<file path="config.mk">
export PLATFORM = sky130hd
export DESIGN_NAME = frtm_top
export DESIGN_NICKNAME = d
export VERILOG_FILES = /design/src/frtm_pkg.sv /design/src/frtm_ramp_if.sv /design/src/frtm_ramp_chan.sv /design/src/frtm_top.sv
export SDC_FILE = /design/constraint.sdc
export NUM_CORES = 1
export LEC_CHECK = 0
export BUFFER_PORTS_ARGS = -buffer_cell sky130_fd_sc_hd__buf_4
export CORE_MARGIN = 3
export CORE_UTILIZATION = 30
export DETAILED_ROUTE_END_ITERATION = 7
export PLACE_DENSITY = 0.46
export SLEW_MARGIN = 20
export SYNTH_ARGS = -nofsm -noshare
export SYNTH_HDL_FRONTEND = slang
export SYNTH_SLANG_ARGS = --single-unit
export TNS_END_PERCENT = 10
</file>
<file path="constraint.sdc">
create_clock -name clk -period 4.2 [get_ports clk]
set_input_delay 0.21 -clock clk [delete_from_list [all_inputs] [get_ports clk]]
set_output_delay 0.21 -clock clk [all_outputs]
set_load 0.1 [all_outputs]
</file>
<file path="src/frtm_pkg.sv">
// Shared constants for the fan ramp limiter and throttle monitor.
// Assumes a single 200 MHz clock and byte-wide register access.
package frtm_pkg;

   // Clock rate, used to turn documented times into cycle counts.
   localparam int CLK_KHZ = 200000;

   // Register offsets.
   localparam logic [7:0] ADDR_INT_STATUS_TWO = 8'h42;
   localparam logic [7:0] ADDR_ACOUSTIC_ONE = 8'h62;
   localparam logic [7:0] ADDR_ACOUSTIC_TWO = 8'h63;
   localparam logic [7:0] ADDR_CONFIG_THREE = 8'h78;
   localparam logic [7:0] ADDR_THROTTLE_STATUS = 8'h79;
   localparam logic [7:0] ADDR_THROTTLE_MASK = 8'h7A;

   // Reset values.
   localparam logic [7:0] RST_ACOUSTIC = 8'h00;
   localparam logic [7:0] RST_CONFIG = 8'h00;
   localparam logic [7:0] RST_MASK = 8'h00;
   localparam logic [7:0] RST_DUTY = 8'hFF;
   localparam logic [7:0] DUTY_FULL = 8'hFF;
   localparam logic [7:0] READ_ZERO = 8'h00;

   // Field positions.
   localparam int BIT_EN_ONE = 3;
   localparam int BIT_EN_TWO = 7;
   localparam int BIT_EN_THREE = 3;
   localparam int STEP_LO_ONE = 0;
   localparam int STEP_LO_TWO = 4;
   localparam int STEP_LO_THREE = 0;
   localparam int BIT_INPUT_SELECT = 1;
   localparam int BIT_FULL_ON = 2;
   localparam int BIT_ASSERT_FLAG = 7;
   localparam int BIT_RELEASE_FLAG = 6;
   localparam int BIT_LONG_FLAG = 5;
   localparam int TIMER_WIDTH = 6;
   localparam logic [5:0] TIMER_MAX = 6'h3F;

   // Duration timer tick of 125 ms.
   localparam int TIMER_TICK_MS = 125;
   localparam int TIMER_TICK_CYCLES = TIMER_TICK_MS * CLK_KHZ;

   // Throttle monitor states.
   typedef enum logic {THR_IDLE, THR_TIMING} frtm_thr_state_type;

   // Ramp step in timeslots for each three-bit code.
   function automatic logic [7:0] frtm_step_of(input logic [2:0] code);
      case (code)
         3'h0: frtm_step_of = 8'h01;
         3'h1: frtm_step_of = 8'h02;
         3'h2: frtm_step_of = 8'h03;
         3'h3: frtm_step_of = 8'h05;
         3'h4: frtm_step_of = 8'h08;
         3'h5: frtm_step_of = 8'h0C;
         3'h6: frtm_step_of = 8'h18;
         default: frtm_step_of = 8'h30;
      endcase
   endfunction

endpackage

</file>
<file path="src/frtm_ramp_if.sv">
// Interface joining the top module to one ramp limiter channel.
// Assumes both ends run on the same clock.
`timescale 1ns/10ps
interface frtm_ramp_if;
   logic enable;
   logic [2:0] step_code;
   logic [7:0] target;
   logic update;
   logic [7:0] duty;
   modport ctrl (output enable, output step_code, output target,
      output update, input duty);
   modport chan (input enable, input step_code, input target,
      input update, output duty);
endinterface

</file>
<file path="src/frtm_ramp_chan.sv">
// One duty-cycle ramp limiter channel.
// Assumes update is a one-cycle pulse from same-clock logic.
`timescale 1ns/10ps
module frtm_ramp_chan
   import frtm_pkg::*;
(
   input wire logic clk,
   input wire logic sys_rst,
   frtm_ramp_if.chan rif
);

   logic [7:0] duty_q;
   logic [7:0] duty_d;
   logic [7:0] step;
   logic [7:0] diff;

   // Step toward the target but never past it; the previous value
   // is the stored duty itself, so it doubles as the output.
   always_comb begin
      step = frtm_step_of(rif.step_code);
      duty_d = duty_q;
      diff = 8'h00;
      if (rif.update) begin
         if (!rif.enable) begin
            duty_d = rif.target;
         end else if (rif.target > duty_q) begin
            diff = rif.target - duty_q;
            duty_d = (diff < step) ? rif.target : duty_q + step;
         end else if (rif.target < duty_q) begin
            diff = duty_q - rif.target;
            duty_d = (diff < step) ? rif.target : duty_q - step;
         end
      end
   end

   // Stored duty, one timeslot per unit of the 255-slot period.
   always_ff @(posedge clk) begin
      if (sys_rst) begin
         duty_q <= RST_DUTY;
      end else begin
         duty_q <= duty_d;
      end
   end

   assign rif.duty = duty_q;
endmodule

</file>
<file path="src/frtm_top.sv">
// Fan duty ramp limiter for three outputs and the processor
// throttle input monitor with its duration timer and alert.
// Assumes a byte register port driven by a bus engine on clk, a
// duty update pulse from the duty computation, and an async pin.
`timescale 1ns/10ps

module frtm_top
   import frtm_pkg::*;
#(
   parameter int TICK_CYCLES = TIMER_TICK_CYCLES
)
(
   input wire logic clk,
   input wire logic sys_rst,
   input wire logic [7:0] reg_addr,
   input wire logic reg_wr,
   input wire logic reg_rd,
   input wire logic [7:0] reg_wdata,
   output logic [7:0] reg_rdata,
   input wire logic duty_update,
   input wire logic [2:0][7:0] target_duty,
   input wire logic cpu_throttle_in_n,
   output logic [2:0][7:0] pwm_duty,
   output logic fan_full_on,
   output logic bus_alert_n
);

   localparam int TICK_W = $clog2(TICK_CYCLES + 1);
   localparam logic [TICK_W-1:0] TICK_LAST = TICK_W'(TICK_CYCLES - 1);

   // Software registers.
   logic [7:0] acoustic_ctrl_one_q;
   logic [7:0] acoustic_ctrl_two_q;
   logic [7:0] config_three_q;
   logic [7:0] throttle_mask_limit_q;

   // Throttle monitor state.
   logic thr_sync1_q;
   logic thr_sync2_q;
   logic thr_low_q;
   logic thr_low;
   logic thr_fall;
   logic thr_rise;
   frtm_thr_state_type thr_state_q;
   logic [TICK_W-1:0] tick_cnt_q;
   logic [5:0] throttle_duration_timer_q;
   logic throttle_assert_flag_q;
   logic throttle_release_flag_q;
   logic long_throttle_flag_q;
   logic alert_pend_q;
   logic long_set;
   logic status_rd;
   logic int2_rd;

   // Output registers.
   logic [7:0] reg_rdata_q;
   logic [2:0][7:0] pwm_duty_q;
   logic fan_full_on_q;
   logic bus_alert_n_q;

   // Field views of the registers.
   logic throttle_input_select;
   logic fan_full_on_throttle;
   logic [5:0] throttle_duration_limit;
   logic assert_mask;
   logic release_mask;

   assign throttle_input_select =
      config_three_q[BIT_INPUT_SELECT];
   assign fan_full_on_throttle = config_three_q[BIT_FULL_ON];
   assign throttle_duration_limit =
      throttle_mask_limit_q[TIMER_WIDTH-1:0];
   assign assert_mask = throttle_mask_limit_q[BIT_ASSERT_FLAG];
   assign release_mask = throttle_mask_limit_q[BIT_RELEASE_FLAG];

   // Per-channel enable decode, shared by the generate loop below.
   function automatic logic chan_enable(input int idx,
      input logic [7:0] one, input logic [7:0] two);
      case (idx)
         0: chan_enable = one[BIT_EN_ONE];
         1: chan_enable = two[BIT_EN_TWO];
         default: chan_enable = two[BIT_EN_THREE];
      endcase
   endfunction

   // Per-channel step code decode.
   function automatic logic [2:0] chan_code(input int idx,
      input logic [7:0] one, input logic [7:0] two);
      case (idx)
         0: chan_code = one[STEP_LO_ONE +: 3];
         1: chan_code = two[STEP_LO_TWO +: 3];
         default: chan_code = two[STEP_LO_THREE +: 3];
      endcase
   endfunction

   // Register writes. Status registers are read only, so writes to
   // them are dropped; unmapped writes are dropped too.
   always_ff @(posedge clk) begin
      if (sys_rst) begin
         acoustic_ctrl_one_q <= RST_ACOUSTIC;
         acoustic_ctrl_two_q <= RST_ACOUSTIC;
         config_three_q <= RST_CONFIG;
         throttle_mask_limit_q <= RST_MASK;
      end else if (reg_wr) begin
         case (reg_addr)
            ADDR_ACOUSTIC_ONE: acoustic_ctrl_one_q <= reg_wdata;
            ADDR_ACOUSTIC_TWO: acoustic_ctrl_two_q <= reg_wdata;
            ADDR_CONFIG_THREE: config_three_q <= reg_wdata;
            ADDR_THROTTLE_MASK: throttle_mask_limit_q <= reg_wdata;
            default: begin
            end
         endcase
      end
   end

   assign status_rd = reg_rd && (reg_addr == ADDR_THROTTLE_STATUS);
   assign int2_rd = reg_rd && (reg_addr == ADDR_INT_STATUS_TWO);

   // Register reads return one cycle after the strobe.
   always_ff @(posedge clk) begin
      if (sys_rst) begin
         reg_rdata_q <= READ_ZERO;
      end else if (reg_rd) begin
         case (reg_addr)
            ADDR_ACOUSTIC_ONE: reg_rdata_q <= acoustic_ctrl_one_q;
            ADDR_ACOUSTIC_TWO: reg_rdata_q <= acoustic_ctrl_two_q;
            ADDR_CONFIG_THREE: reg_rdata_q <= config_three_q;
            ADDR_THROTTLE_MASK: reg_rdata_q <= throttle_mask_limit_q;
            ADDR_THROTTLE_STATUS: reg_rdata_q <= {throttle_assert_flag_q,
               throttle_release_flag_q, throttle_duration_timer_q};
            ADDR_INT_STATUS_TWO: reg_rdata_q <= {2'h0,
               long_throttle_flag_q, 5'h00};
            default: reg_rdata_q <= READ_ZERO;
         endcase
      end
   end

   // Two-stage synchroniser for the throttle pin. The first stage
   // feeds only the second, so metastability cannot reach the edge
   // detector.
   always_ff @(posedge clk) begin
      if (sys_rst) begin
         thr_sync1_q <= 1'b1;
         thr_sync2_q <= 1'b1;
      end else begin
         thr_sync1_q <= cpu_throttle_in_n;
         thr_sync2_q <= thr_sync1_q;
      end
   end

   // The pin only counts as throttle while selected; deselecting it
   // while low reads as a release, which keeps the timer honest.
   assign thr_low = throttle_input_select && !thr_sync2_q;

   always_ff @(posedge clk) begin
      if (sys_rst) begin
         thr_low_q <= 1'b0;
      end else begin
         thr_low_q <= thr_low;
      end
   end

   assign thr_fall = thr_low && !thr_low_q;
   assign thr_rise = !thr_low && thr_low_q;

   // Duration measurement: cleared and started on the falling edge,
   // frozen on the rising edge so software can read a stable value.
   always_ff @(posedge clk) begin
      if (sys_rst) begin
         thr_state_q <= THR_IDLE;
         tick_cnt_q <= '0;
         throttle_duration_timer_q <= '0;
      end else begin
         case (thr_state_q)
            THR_IDLE: begin
               if (thr_fall) begin
                  thr_state_q <= THR_TIMING;
                  tick_cnt_q <= '0;
                  throttle_duration_timer_q <= '0;
               end
            end
            THR_TIMING: begin
               if (thr_rise) begin
                  thr_state_q <= THR_IDLE;
               end else if (tick_cnt_q == TICK_LAST) begin
                  tick_cnt_q <= '0;
                  if (throttle_duration_timer_q != TIMER_MAX) begin
                     throttle_duration_timer_q <=
                        throttle_duration_timer_q + 6'h01;
                  end
               end else begin
                  tick_cnt_q <= tick_cnt_q + 1'b1;
               end
            end
            default: thr_state_q <= THR_IDLE;
         endcase
      end
   end

   // The limit is compared when the assertion ends, so a short
   // assertion is never reported while it is still running.
   assign long_set = thr_rise &&
      (throttle_duration_timer_q > throttle_duration_limit);

   // Edge flags; a new edge in the cycle of a status read wins.
   always_ff @(posedge clk) begin
      if (sys_rst) begin
         throttle_assert_flag_q <= 1'b0;
         throttle_release_flag_q <= 1'b0;
      end else begin
         if (thr_fall) begin
            throttle_assert_flag_q <= 1'b1;
         end else if (status_rd) begin
            throttle_assert_flag_q <= 1'b0;
         end
         if (thr_rise) begin
            throttle_release_flag_q <= 1'b1;
         end else if (status_rd) begin
            throttle_release_flag_q <= 1'b0;
         end
      end
   end

   // Long-throttle flag in interrupt status two, cleared by its read.
   always_ff @(posedge clk) begin
      if (sys_rst) begin
         long_throttle_flag_q <= 1'b0;
      end else if (long_set) begin
         long_throttle_flag_q <= 1'b1;
      end else if (int2_rd) begin
         long_throttle_flag_q <= 1'b0;
      end
   end

   // Alert pending: unmasked edges or a long assertion raise it, a
   // status read drops it. Masks do not affect the limit alert.
   always_ff @(posedge clk) begin
      if (sys_rst) begin
         alert_pend_q <= 1'b0;
      end else if ((thr_fall && !assert_mask) ||
         (thr_rise && !release_mask) || long_set) begin
         alert_pend_q <= 1'b1;
      end else if (status_rd) begin
         alert_pend_q <= 1'b0;
      end
   end

   // Ramp channels, one per fan output.
   frtm_ramp_if ramp_bus [3] ();

   for (genvar i = 0; i < 3; i++) begin : g_chan
      assign ramp_bus[i].enable =
         chan_enable(i, acoustic_ctrl_one_q, acoustic_ctrl_two_q);
      assign ramp_bus[i].step_code =
         chan_code(i, acoustic_ctrl_one_q, acoustic_ctrl_two_q);
      assign ramp_bus[i].target = target_duty[i];
      assign ramp_bus[i].update = duty_update;

      frtm_ramp_chan u_chan (
         .clk(clk),
         .sys_rst(sys_rst),
         .rif(ramp_bus[i])
      );

      // Fan_full_on_throttle overrides the ramped value but leaves the stored
      // duty alone, so the ramp resumes where it was afterwards.
      always_ff @(posedge clk) begin
         if (sys_rst) begin
            pwm_duty_q[i] <= RST_DUTY;
         end else if (fan_full_on_throttle && thr_low) begin
            pwm_duty_q[i] <= DUTY_FULL;
         end else begin
            pwm_duty_q[i] <= ramp_bus[i].duty;
         end
      end
   end

   // Full-on indication and the active-low alert pin.
   always_ff @(posedge clk) begin
      if (sys_rst) begin
         fan_full_on_q <= 1'b0;
         bus_alert_n_q <= 1'b1;
      end else begin
         fan_full_on_q <= fan_full_on_throttle && thr_low;
         bus_alert_n_q <= !alert_pend_q;
      end
   end

   assign reg_rdata = reg_rdata_q;
   assign pwm_duty = pwm_duty_q;
   assign fan_full_on = fan_full_on_q;
   assign bus_alert_n = bus_alert_n_q;
endmodule

</file>
==> run metrics, run 1 <==
maximum fanout count along the critical path 8; end point of the worst hold path throttle_mask_limit_q[0]$_SDFFE_PP0P_; total I/O pin count 80; met1 Resource Use GR 0.217; Worst Tran Pin Value 931 ps; clock input transition at the sequential cells of the worst setup and hold paths 70 ps; fraction of met3 tracks used by global routing 0.0339; part of the power in the clock network 0.431; Setup Total Neg Slack 0 ps; leakage power summed over all cells 0.00485 uW; post-synthesis cell type count between 70 and 80; result of the run finished, final reports clean; CTS tree done; cell type with the largest total area after synthesis sky130_fd_sc_hd__dfxtp_1; antenna cell count 0; number of antenna violations at the first check in global routing 0; total track usage 0.165; Setup Crit Path Kind flip-flop to flip-flop; Routed wire per std cell 16.5 um; Seq pwr share 0.338; final period utilization 0.926; GRT busiest layer met2; maximum achievable frequency 0.257 GHz; destination of the worst register-to-register timing path g_chan[2].u_chan.rif.duty[0]$_SDFFE_PP1P_; final setup violation count 0; R2R cell count 16; number of endpoints with negative hold slack in the final report 0; ratio of routed vias to standard cells approximately 5; IO Port Bufs 79; critical register-to-register path startpoint g_chan[2].u_chan.rif.duty[0]$_SDFFE_PP1P_; Cell Count Post-Placement 1738; horizontal die dimension 188 um; die boundary height 188 um; overall power 3800 uW; wire length of the first global-routing pass around 47000 um; NumNets Final 1490; setup slack of the worst register-to-register path 310 ps; number of DRC markers in iteration 0 401; class of the most critical hold timing path primary input to flip-flop; count of placed standard cells in the final layout, fillers left out between 1500 and 2000; number of CTS-inserted buffers 17; number of enable-type register cells in the synthesized netlist 0; Routed Wire Length 29200 um; Layout Skew roughly 11 ps; insertion delay of the later-clocked pin in the worst-skew pair 440 ps; net switching share of the total power 0.317; CTS HTree Levels 4; proportion of netlist area held by the largest area contributor 0.259; share of post-route cells with drive strength above 1 0.105; commonest register cell after synthesis sky130_fd_sc_hd__dfxtp_1; estimated wirelength of the detail-placed design 22300 um; sum of overflow across all layers after global routing 0; post-synthesis instance area 9960 um^2; row count 66; buffer levels on the longest clock path 2; die area 35400 um^2; drt first pass iters 5; cell area reported after detailed placement 10900 um^2; power density of the placed cells approximately 330 nW/um^2; Final min period 3890 ps; worst max-slew margin expressed relative to the limit 0.378; data arrival time of the critical path 4250 ps; Pint 2590 uW; Via Count 8882; number of synthesized register bits 129; hold path depth 3; Clock Tree Root sky130_fd_sc_hd__clkbuf_16; synthesized area divided by synthesized cell count 7.87 um^2; max_cap viols 0; Seq/Total Area, Yosys 0.259; starting utilization of the core area 0.305; count of warnings emitted by yosys 0; async set-or-reset flop fraction in the synthesized netlist 0; gpl congestion 0.867; GR met2 Demand/Resource 0.270; Setup crit end kind flip-flop; clock sink count 129; vias in the first global route between 8000 and 9000; origin of the worst min-delay path reg_wdata[0]; worst IR drop on VDD 260 uV; net count of the mapped netlist 1440; power spent charging and discharging nets 1200 uW; Remaining DRCs 0; number of max-slew violations in the final report 0; antenna-violating nets left 0; Core Box Area 32600 um^2; worst endpoint required time 4560 ps; layout-stage area growth over the synthesis result 16.2%; combinational power share 0.231; Worst Setup Start Kind flip-flop; maximum number of pins on one net before global-route repair between 60 and 70; setup repair after global routing missed its margin false; cell types occupying the most area after synthesis sky130_fd_sc_hd__dfxtp_1 26%, sky130_fd_sc_hd__ha_1 15%, sky130_fd_sc_hd__a21oi_1 5.9%, sky130_fd_sc_hd__nand2_1 4.9%, sky130_fd_sc_hd__nor2_1 4.3%; Cells after Synth roughly 1300; Final Cell Area 11600 um^2
through the flow:
step / setup WS (ps) / util / hold slack [ps]
6_report: 311 / 0.355 / 54.1
2_1_floorplan: 696 / - / 314
3_5_place_dp: 317 / 0.335 / 397
4_1_cts: 314 / 0.355 / 39.0
3_3_place_gp: 333 / 0.335 / 396
5_1_grt: 13.3 / 0.355 / 56.0
worst max-delay path by stage:
stage / start / end / depth (start not counted)
finish: g_chan[2].u_chan.rif.duty[0]$_SDFFE_PP1P_ / g_chan[2].u_chan.rif.duty[0]$_SDFFE_PP1P_ / 16
floorplan: g_chan[2].u_chan.rif.duty[0]$_SDFFE_PP1P_ / g_chan[2].u_chan.rif.duty[7]$_SDFFE_PP1P_ / 16
global placement: g_chan[1].u_chan.rif.duty[1]$_SDFFE_PP1P_ / g_chan[1].u_chan.rif.duty[0]$_SDFFE_PP1P_ / 15
detailed placement: g_chan[2].u_chan.rif.duty[0]$_SDFFE_PP1P_ / g_chan[2].u_chan.rif.duty[4]$_SDFFE_PP1P_ / 16
global route: g_chan[2].u_chan.rif.duty[0]$_SDFFE_PP1P_ / g_chan[2].u_chan.rif.duty[0]$_SDFFE_PP1P_ / 16
CTS: g_chan[2].u_chan.rif.duty[0]$_SDFFE_PP1P_ / g_chan[2].u_chan.rif.duty[0]$_SDFFE_PP1P_ / 16
layer usage:
metal	routed length, um	share of wire	vias to the layer above
met2	13500	0.46	152
met5	0	0	-
li1	-	-	4538
met1	13900	0.48	4151
met4	719	0.025	0
met3	1100	0.038	41
power by group through the flow:
stage          logic [uW]  registers [uW]  clock network (uW)
6_report              878            1280                1640
5_1_grt               982            1290                1730
4_1_cts               880            1280                1680
3_5_place_dp          872            1310                   0
3_3_place_gp          875            1310                   0
2_1_floorplan         573            1380                   0
registers in the layout (all words and copies together) (netlist names), 6 cells and up:
register and count:
acoustic_ctrl_two_q 8, tick_cnt_q 25, pwm_duty 24, acoustic_ctrl_one_q 8
reg_rdata 8, throttle_mask_limit_q 8, g_chan.u_chan.rif.duty 24, config_three_q 8
throttle_duration_timer_q 6
cells by family (layout without fill, tap and decap cells):
kind of cell | Yosys count | count (layout) | share of synthesized area
AND/OR/NAND/NOR | 431 | 431 | 0.207
buffers and inverters | 157 | 220 | 0.0625
flip-flops | 129 | 129 | 0.259
AO/OA/AOI/OAI | 315 | 315 | 0.206
adder cells (fa/ha/maj) | 129 | 129 | 0.169
multiplexers | 31 | 31 | 0.0318
XOR/XNOR | 74 | 74 | 0.0651
synth_stat cells (5+ instances only):
master	instances
sky130_fd_sc_hd__a221o_1	7
sky130_fd_sc_hd__and3_1	11
sky130_fd_sc_hd__nand2b_1	17
sky130_fd_sc_hd__nand4_1	20
sky130_fd_sc_hd__mux2i_1	26
sky130_fd_sc_hd__ha_1	119
sky130_fd_sc_hd__o2111ai_1	5
sky130_fd_sc_hd__o21ai_0	51
sky130_fd_sc_hd__nand3b_1	7
sky130_fd_sc_hd__clkbuf_1	34
sky130_fd_sc_hd__a221oi_1	7
sky130_fd_sc_hd__nand2_1	130
sky130_fd_sc_hd__o21a_1	7
sky130_fd_sc_hd__xnor2_1	36
sky130_fd_sc_hd__fa_1	9
sky130_fd_sc_hd__o221ai_1	8
sky130_fd_sc_hd__nor2_1	113
sky130_fd_sc_hd__dfxtp_1	129
sky130_fd_sc_hd__nor2b_1	22
sky130_fd_sc_hd__o21bai_1	7
sky130_fd_sc_hd__a32oi_1	5
sky130_fd_sc_hd__buf_2	15
sky130_fd_sc_hd__o31ai_1	17
sky130_fd_sc_hd__or3_1	12
sky130_fd_sc_hd__inv_1	101
sky130_fd_sc_hd__nor3b_1	8
sky130_fd_sc_hd__xor2_1	38
sky130_fd_sc_hd__nand3_1	49
sky130_fd_sc_hd__and2_1	6
sky130_fd_sc_hd__a21oi_1	118
sky130_fd_sc_hd__a21o_1	23
sky130_fd_sc_hd__mux2_2	5
sky130_fd_sc_hd__nor3_1	16
sky130_fd_sc_hd__a211oi_1	7
sky130_fd_sc_hd__o22ai_1	8
worst max-delay path, stage by stage, from the launching register on:
cell and delay (ps):
sky130_fd_sc_hd__dfxtp_1 340, sky130_fd_sc_hd__inv_1 130, sky130_fd_sc_hd__ha_1 190, sky130_fd_sc_hd__inv_1 50, sky130_fd_sc_hd__fa_1 390, sky130_fd_sc_hd__a21o_1 200, sky130_fd_sc_hd__a21oi_1 270, sky130_fd_sc_hd__xnor2_1 160
sky130_fd_sc_hd__ha_1 270, sky130_fd_sc_hd__a21oi_1 130, sky130_fd_sc_hd__nand2_1 60, sky130_fd_sc_hd__a2111oi_0 380, sky130_fd_sc_hd__o31ai_1 210, sky130_fd_sc_hd__o311ai_4 420, sky130_fd_sc_hd__nand2_2 180, sky130_fd_sc_hd__mux2_2 300
sky130_fd_sc_hd__o21ai_1 110
cells in the final DEF, fill, tap and decap left out, types with 8 or more instances in the layout:
cell type,instances
sky130_fd_sc_hd__a21o_1,23
sky130_fd_sc_hd__a21oi_1,117
sky130_fd_sc_hd__and3_1,11
sky130_fd_sc_hd__buf_4,86
sky130_fd_sc_hd__clkbuf_16,17
sky130_fd_sc_hd__dfxtp_1,128
sky130_fd_sc_hd__fa_1,9
sky130_fd_sc_hd__ha_1,119
sky130_fd_sc_hd__inv_1,101
sky130_fd_sc_hd__mux2i_1,26
sky130_fd_sc_hd__nand2_1,130
sky130_fd_sc_hd__nand2b_1,17
sky130_fd_sc_hd__nand3_1,49
sky130_fd_sc_hd__nand4_1,20
sky130_fd_sc_hd__nor2_1,113
sky130_fd_sc_hd__nor2b_1,22
sky130_fd_sc_hd__nor3_1,16
sky130_fd_sc_hd__o21ai_0,51
sky130_fd_sc_hd__o221ai_1,8
sky130_fd_sc_hd__o22ai_1,8
sky130_fd_sc_hd__o31ai_1,17
sky130_fd_sc_hd__or3_1,12
sky130_fd_sc_hd__xnor2_1,36
sky130_fd_sc_hd__xor2_1,38
what timing repair did:
item,4_1_cts,5_1_grt
hold buffers,1,0
gates resized for setup,0,1
setup endpoints to repair,0,1
buffers inserted,0,0
hold endpoints to repair,1,0
area by class of cell:
class	instances	area [um^2]
fill	3486	21000
multi-input combinational	980	6780
sequential	129	2580
timing repair buffer	87	656
tap	442	553
clock buffer	22	484
inverter	101	379
clock inverter	10	146
No activity file was read; power rests on OpenSTA's default activity.
==> run 2: changes to the inputs <==
--- a/config.mk
+++ b/config.mk
@@ -10,6 +10,7 @@
 export CORE_UTILIZATION = 30
 export DETAILED_ROUTE_END_ITERATION = 7
 export PLACE_DENSITY = 0.46
+export RECOVER_POWER = 50
 export SLEW_MARGIN = 20
 export SYNTH_ARGS = -nofsm -noshare
 export SYNTH_HDL_FRONTEND = slang
==> run metrics, run 2 (synthesized netlist as in run 1, its figures left out) <==
result of the run finished with violations; failing checks max-capacitance violations, max-slew violations; combinational power share 0.229; leakage power summed over all cells 0.00472 uW; Via Count slightly below 9000; Remaining DRCs 0; overall power 3790 uW; power spent charging and discharging nets 1200 uW; cell area reported after detailed placement 10900 um^2; Final Cell Area 11400 um^2; layout-stage area growth over the synthesis result 14.7%; die boundary height 188 um; drt first pass iters 7; ordered list of cells on the worst path inv_1, ha_1, inv_1, fa_1, a21o_1, a21oi_1, xnor2_1, ha_1, a21oi_1, nand2_1, a2111oi_0, o31ai_1, o311ai_4, nand2_2, mux2_2, o21ai_1; Pint around 2600 uW; Final min period around 3900 ps; Setup Total Neg Slack 0 ps; number of max-slew violations in the final report 86; wire length of the first global-routing pass 46900 um; antenna-violating nets left 0; setup fix buffers added after clock tree synthesis 0; final core occ 0.350; maximum achievable frequency 0.255 GHz; Core Box Area around 33000 um^2; critical path launch point g_chan[2].u_chan.rif.duty[0]$_SDFFE_PP1P_; IO Port Bufs ~80; final period utilization 0.933; most flop-heavy register tick_cnt_q; number of antenna violations at the first check in global routing 0; gpl congestion 0.867; ratio of routed vias to standard cells 5.02; Worst setup endpoint g_chan[2].u_chan.rif.duty[0]$_SDFFE_PP1P_; vias in the first global route around 8700; part of the power in the clock network 0.432; antenna cell count 0; Seq pwr share 0.339; sum of overflow across all layers after global routing 0; clock input transition at the sequential cells of the worst setup and hold paths 60 ps; cell with the largest stage delay on the worst path sky130_fd_sc_hd__o311ai_4; worst max-slew margin expressed relative to the limit -0.867; Routed Wire Length 29200 um; Setup crit end kind flip-flop; maximum single-stage delay on the critical path 420 ps; destination of the worst register-to-register timing path g_chan[2].u_chan.rif.duty[0]$_SDFFE_PP1P_; number of DRC markers in iteration 0 399; Clock Tree Root sky130_fd_sc_hd__clkbuf_16; critical register-to-register path startpoint g_chan[2].u_chan.rif.duty[0]$_SDFFE_PP1P_; Layout Skew between 10 and 15 ps; row count 66; total track usage 0.165; starting utilization of the core area 0.305; count of placed standard cells in the final layout, fillers left out 1771; Cell Count Post-Placement ~1700; die area 35400 um^2; Worst Tran Pin Value 2800 ps; worst endpoint required time 4560 ps; number of CTS-inserted buffers 17; clock sink count 129; net switching share of the total power 0.317; horizontal die dimension 188 um; CTS HTree Levels 4; number of endpoints with negative hold slack in the final report 0; CTS tree done; Worst Setup Start Kind flip-flop; max_cap viols 2; most common cell after layout, fill and taps aside sky130_fd_sc_hd__nand2_1; maximum fanout count along the critical path 8; Routed wire per std cell 16.5 um; setup slack of the worst register-to-register path between 200 and 300 ps; maximum number of pins on one net before global-route repair 61; estimated wirelength of the detail-placed design 22300 um; most frequent cells in the layout 130 x sky130_fd_sc_hd__nand2_1, 128 x sky130_fd_sc_hd__dfxtp_1, 119 x sky130_fd_sc_hd__ha_1, 118 x sky130_fd_sc_hd__a21oi_1, 113 x sky130_fd_sc_hd__nor2_1; NumNets Final 1490; worst IR drop on VDD roughly 260 uV; flip-flop count of the largest register after layout 25; total I/O pin count 80; class of the most critical hold timing path primary input to flip-flop; final setup violation count 0; data arrival time of the critical path 4280 ps; insertion delay of the later-clocked pin in the worst-skew pair between 400 and 500 ps; share of post-route cells with drive strength above 1 0.0767; power density of the placed cells 331 nW/um^2; R2R cell count 16; Setup Crit Path Kind flip-flop to flip-flop; buffer levels on the longest clock path 2; setup repair after global routing missed its margin false
## run 2: changes by cell type in the layout (fill, tap and decap cells not counted)
cell                       change
sky130_fd_sc_hd__buf_4        -37
sky130_fd_sc_hd__clkbuf_1     +37
sky130_fd_sc_hd__a21oi_4       -1
sky130_fd_sc_hd__a21oi_1       +1
## run 2: through the flow
stage / hold slack, ps / worst slack [ps]
finish: 55.0 / 283
global route: 56.0 / 13.3
CTS: 39.0 / 314
detailed placement: 397 / 317
global placement: 396 / 333
floorplan: 314 / 696
## run 2: power groups by stage
stage,clock network (uW),logic [uW],registers (uW)
3_3_place_gp,0,875,1310
6_report,1640,867,1280
4_1_cts,1680,880,1280
2_1_floorplan,0,573,1380
5_1_grt,1730,972,1290
3_5_place_dp,0,872,1310
## run 2: how the worst min path moves through the flow
stage                           startpoint                                     to  slack [ps]  cells after the start
floorplan                cpu_throttle_in_n                 thr_sync1_q$_SDFF_PP1_         310                      1
global placement    thr_sync1_q$_SDFF_PP1_                 thr_sync2_q$_SDFF_PP1_         400                      1
detailed placement  thr_sync1_q$_SDFF_PP1_                 thr_sync2_q$_SDFF_PP1_         400                      1
CTS                           reg_wdata[0]  throttle_mask_limit_q[0]$_SDFFE_PP0P_          40                      3
global route                  reg_wdata[0]  throttle_mask_limit_q[0]$_SDFFE_PP0P_          60                      3
finish                        reg_wdata[0]    acoustic_ctrl_two_q[0]$_SDFFE_PP0P_          60                      3
## run 2: layout make-up
cell class	count	area (um^2)
clock buffers	22	484
clock inverters	10	146
fillers	3521	21200
inverters	101	379
multi-input cells	980	6770
flip-flops and latches	129	2580
well taps	442	553
repair buffers	87	517
## run 2: timing repair
action | in CTS | in global routing
endpoints found under the setup margin | 0 | 1
hold endpoints to repair | 1 | 0
resized for setup | 0 | 1
hold buffers | 1 | 0
## run 2: per-layer routing
metal | track usage | vias up | wire (um)
met5 | 0 | - | 0
li1 | - | 4534 | -
met4 | 0.0566 | 0 | 736
met2 | 0.270 | 143 | 13500
met1 | 0.217 | 4164 | 13900
met3 | 0.0339 | 44 | 1100
## run 2: critical path, delay by kind of cell (launching register included)
family	cells	cell delay [ps]
compound gates	7	1750
fa+ha+maj	3	850
xor+xnor	1	160
mux	1	300
buf+inv	2	190
flops	1	340
simple gates	2	240
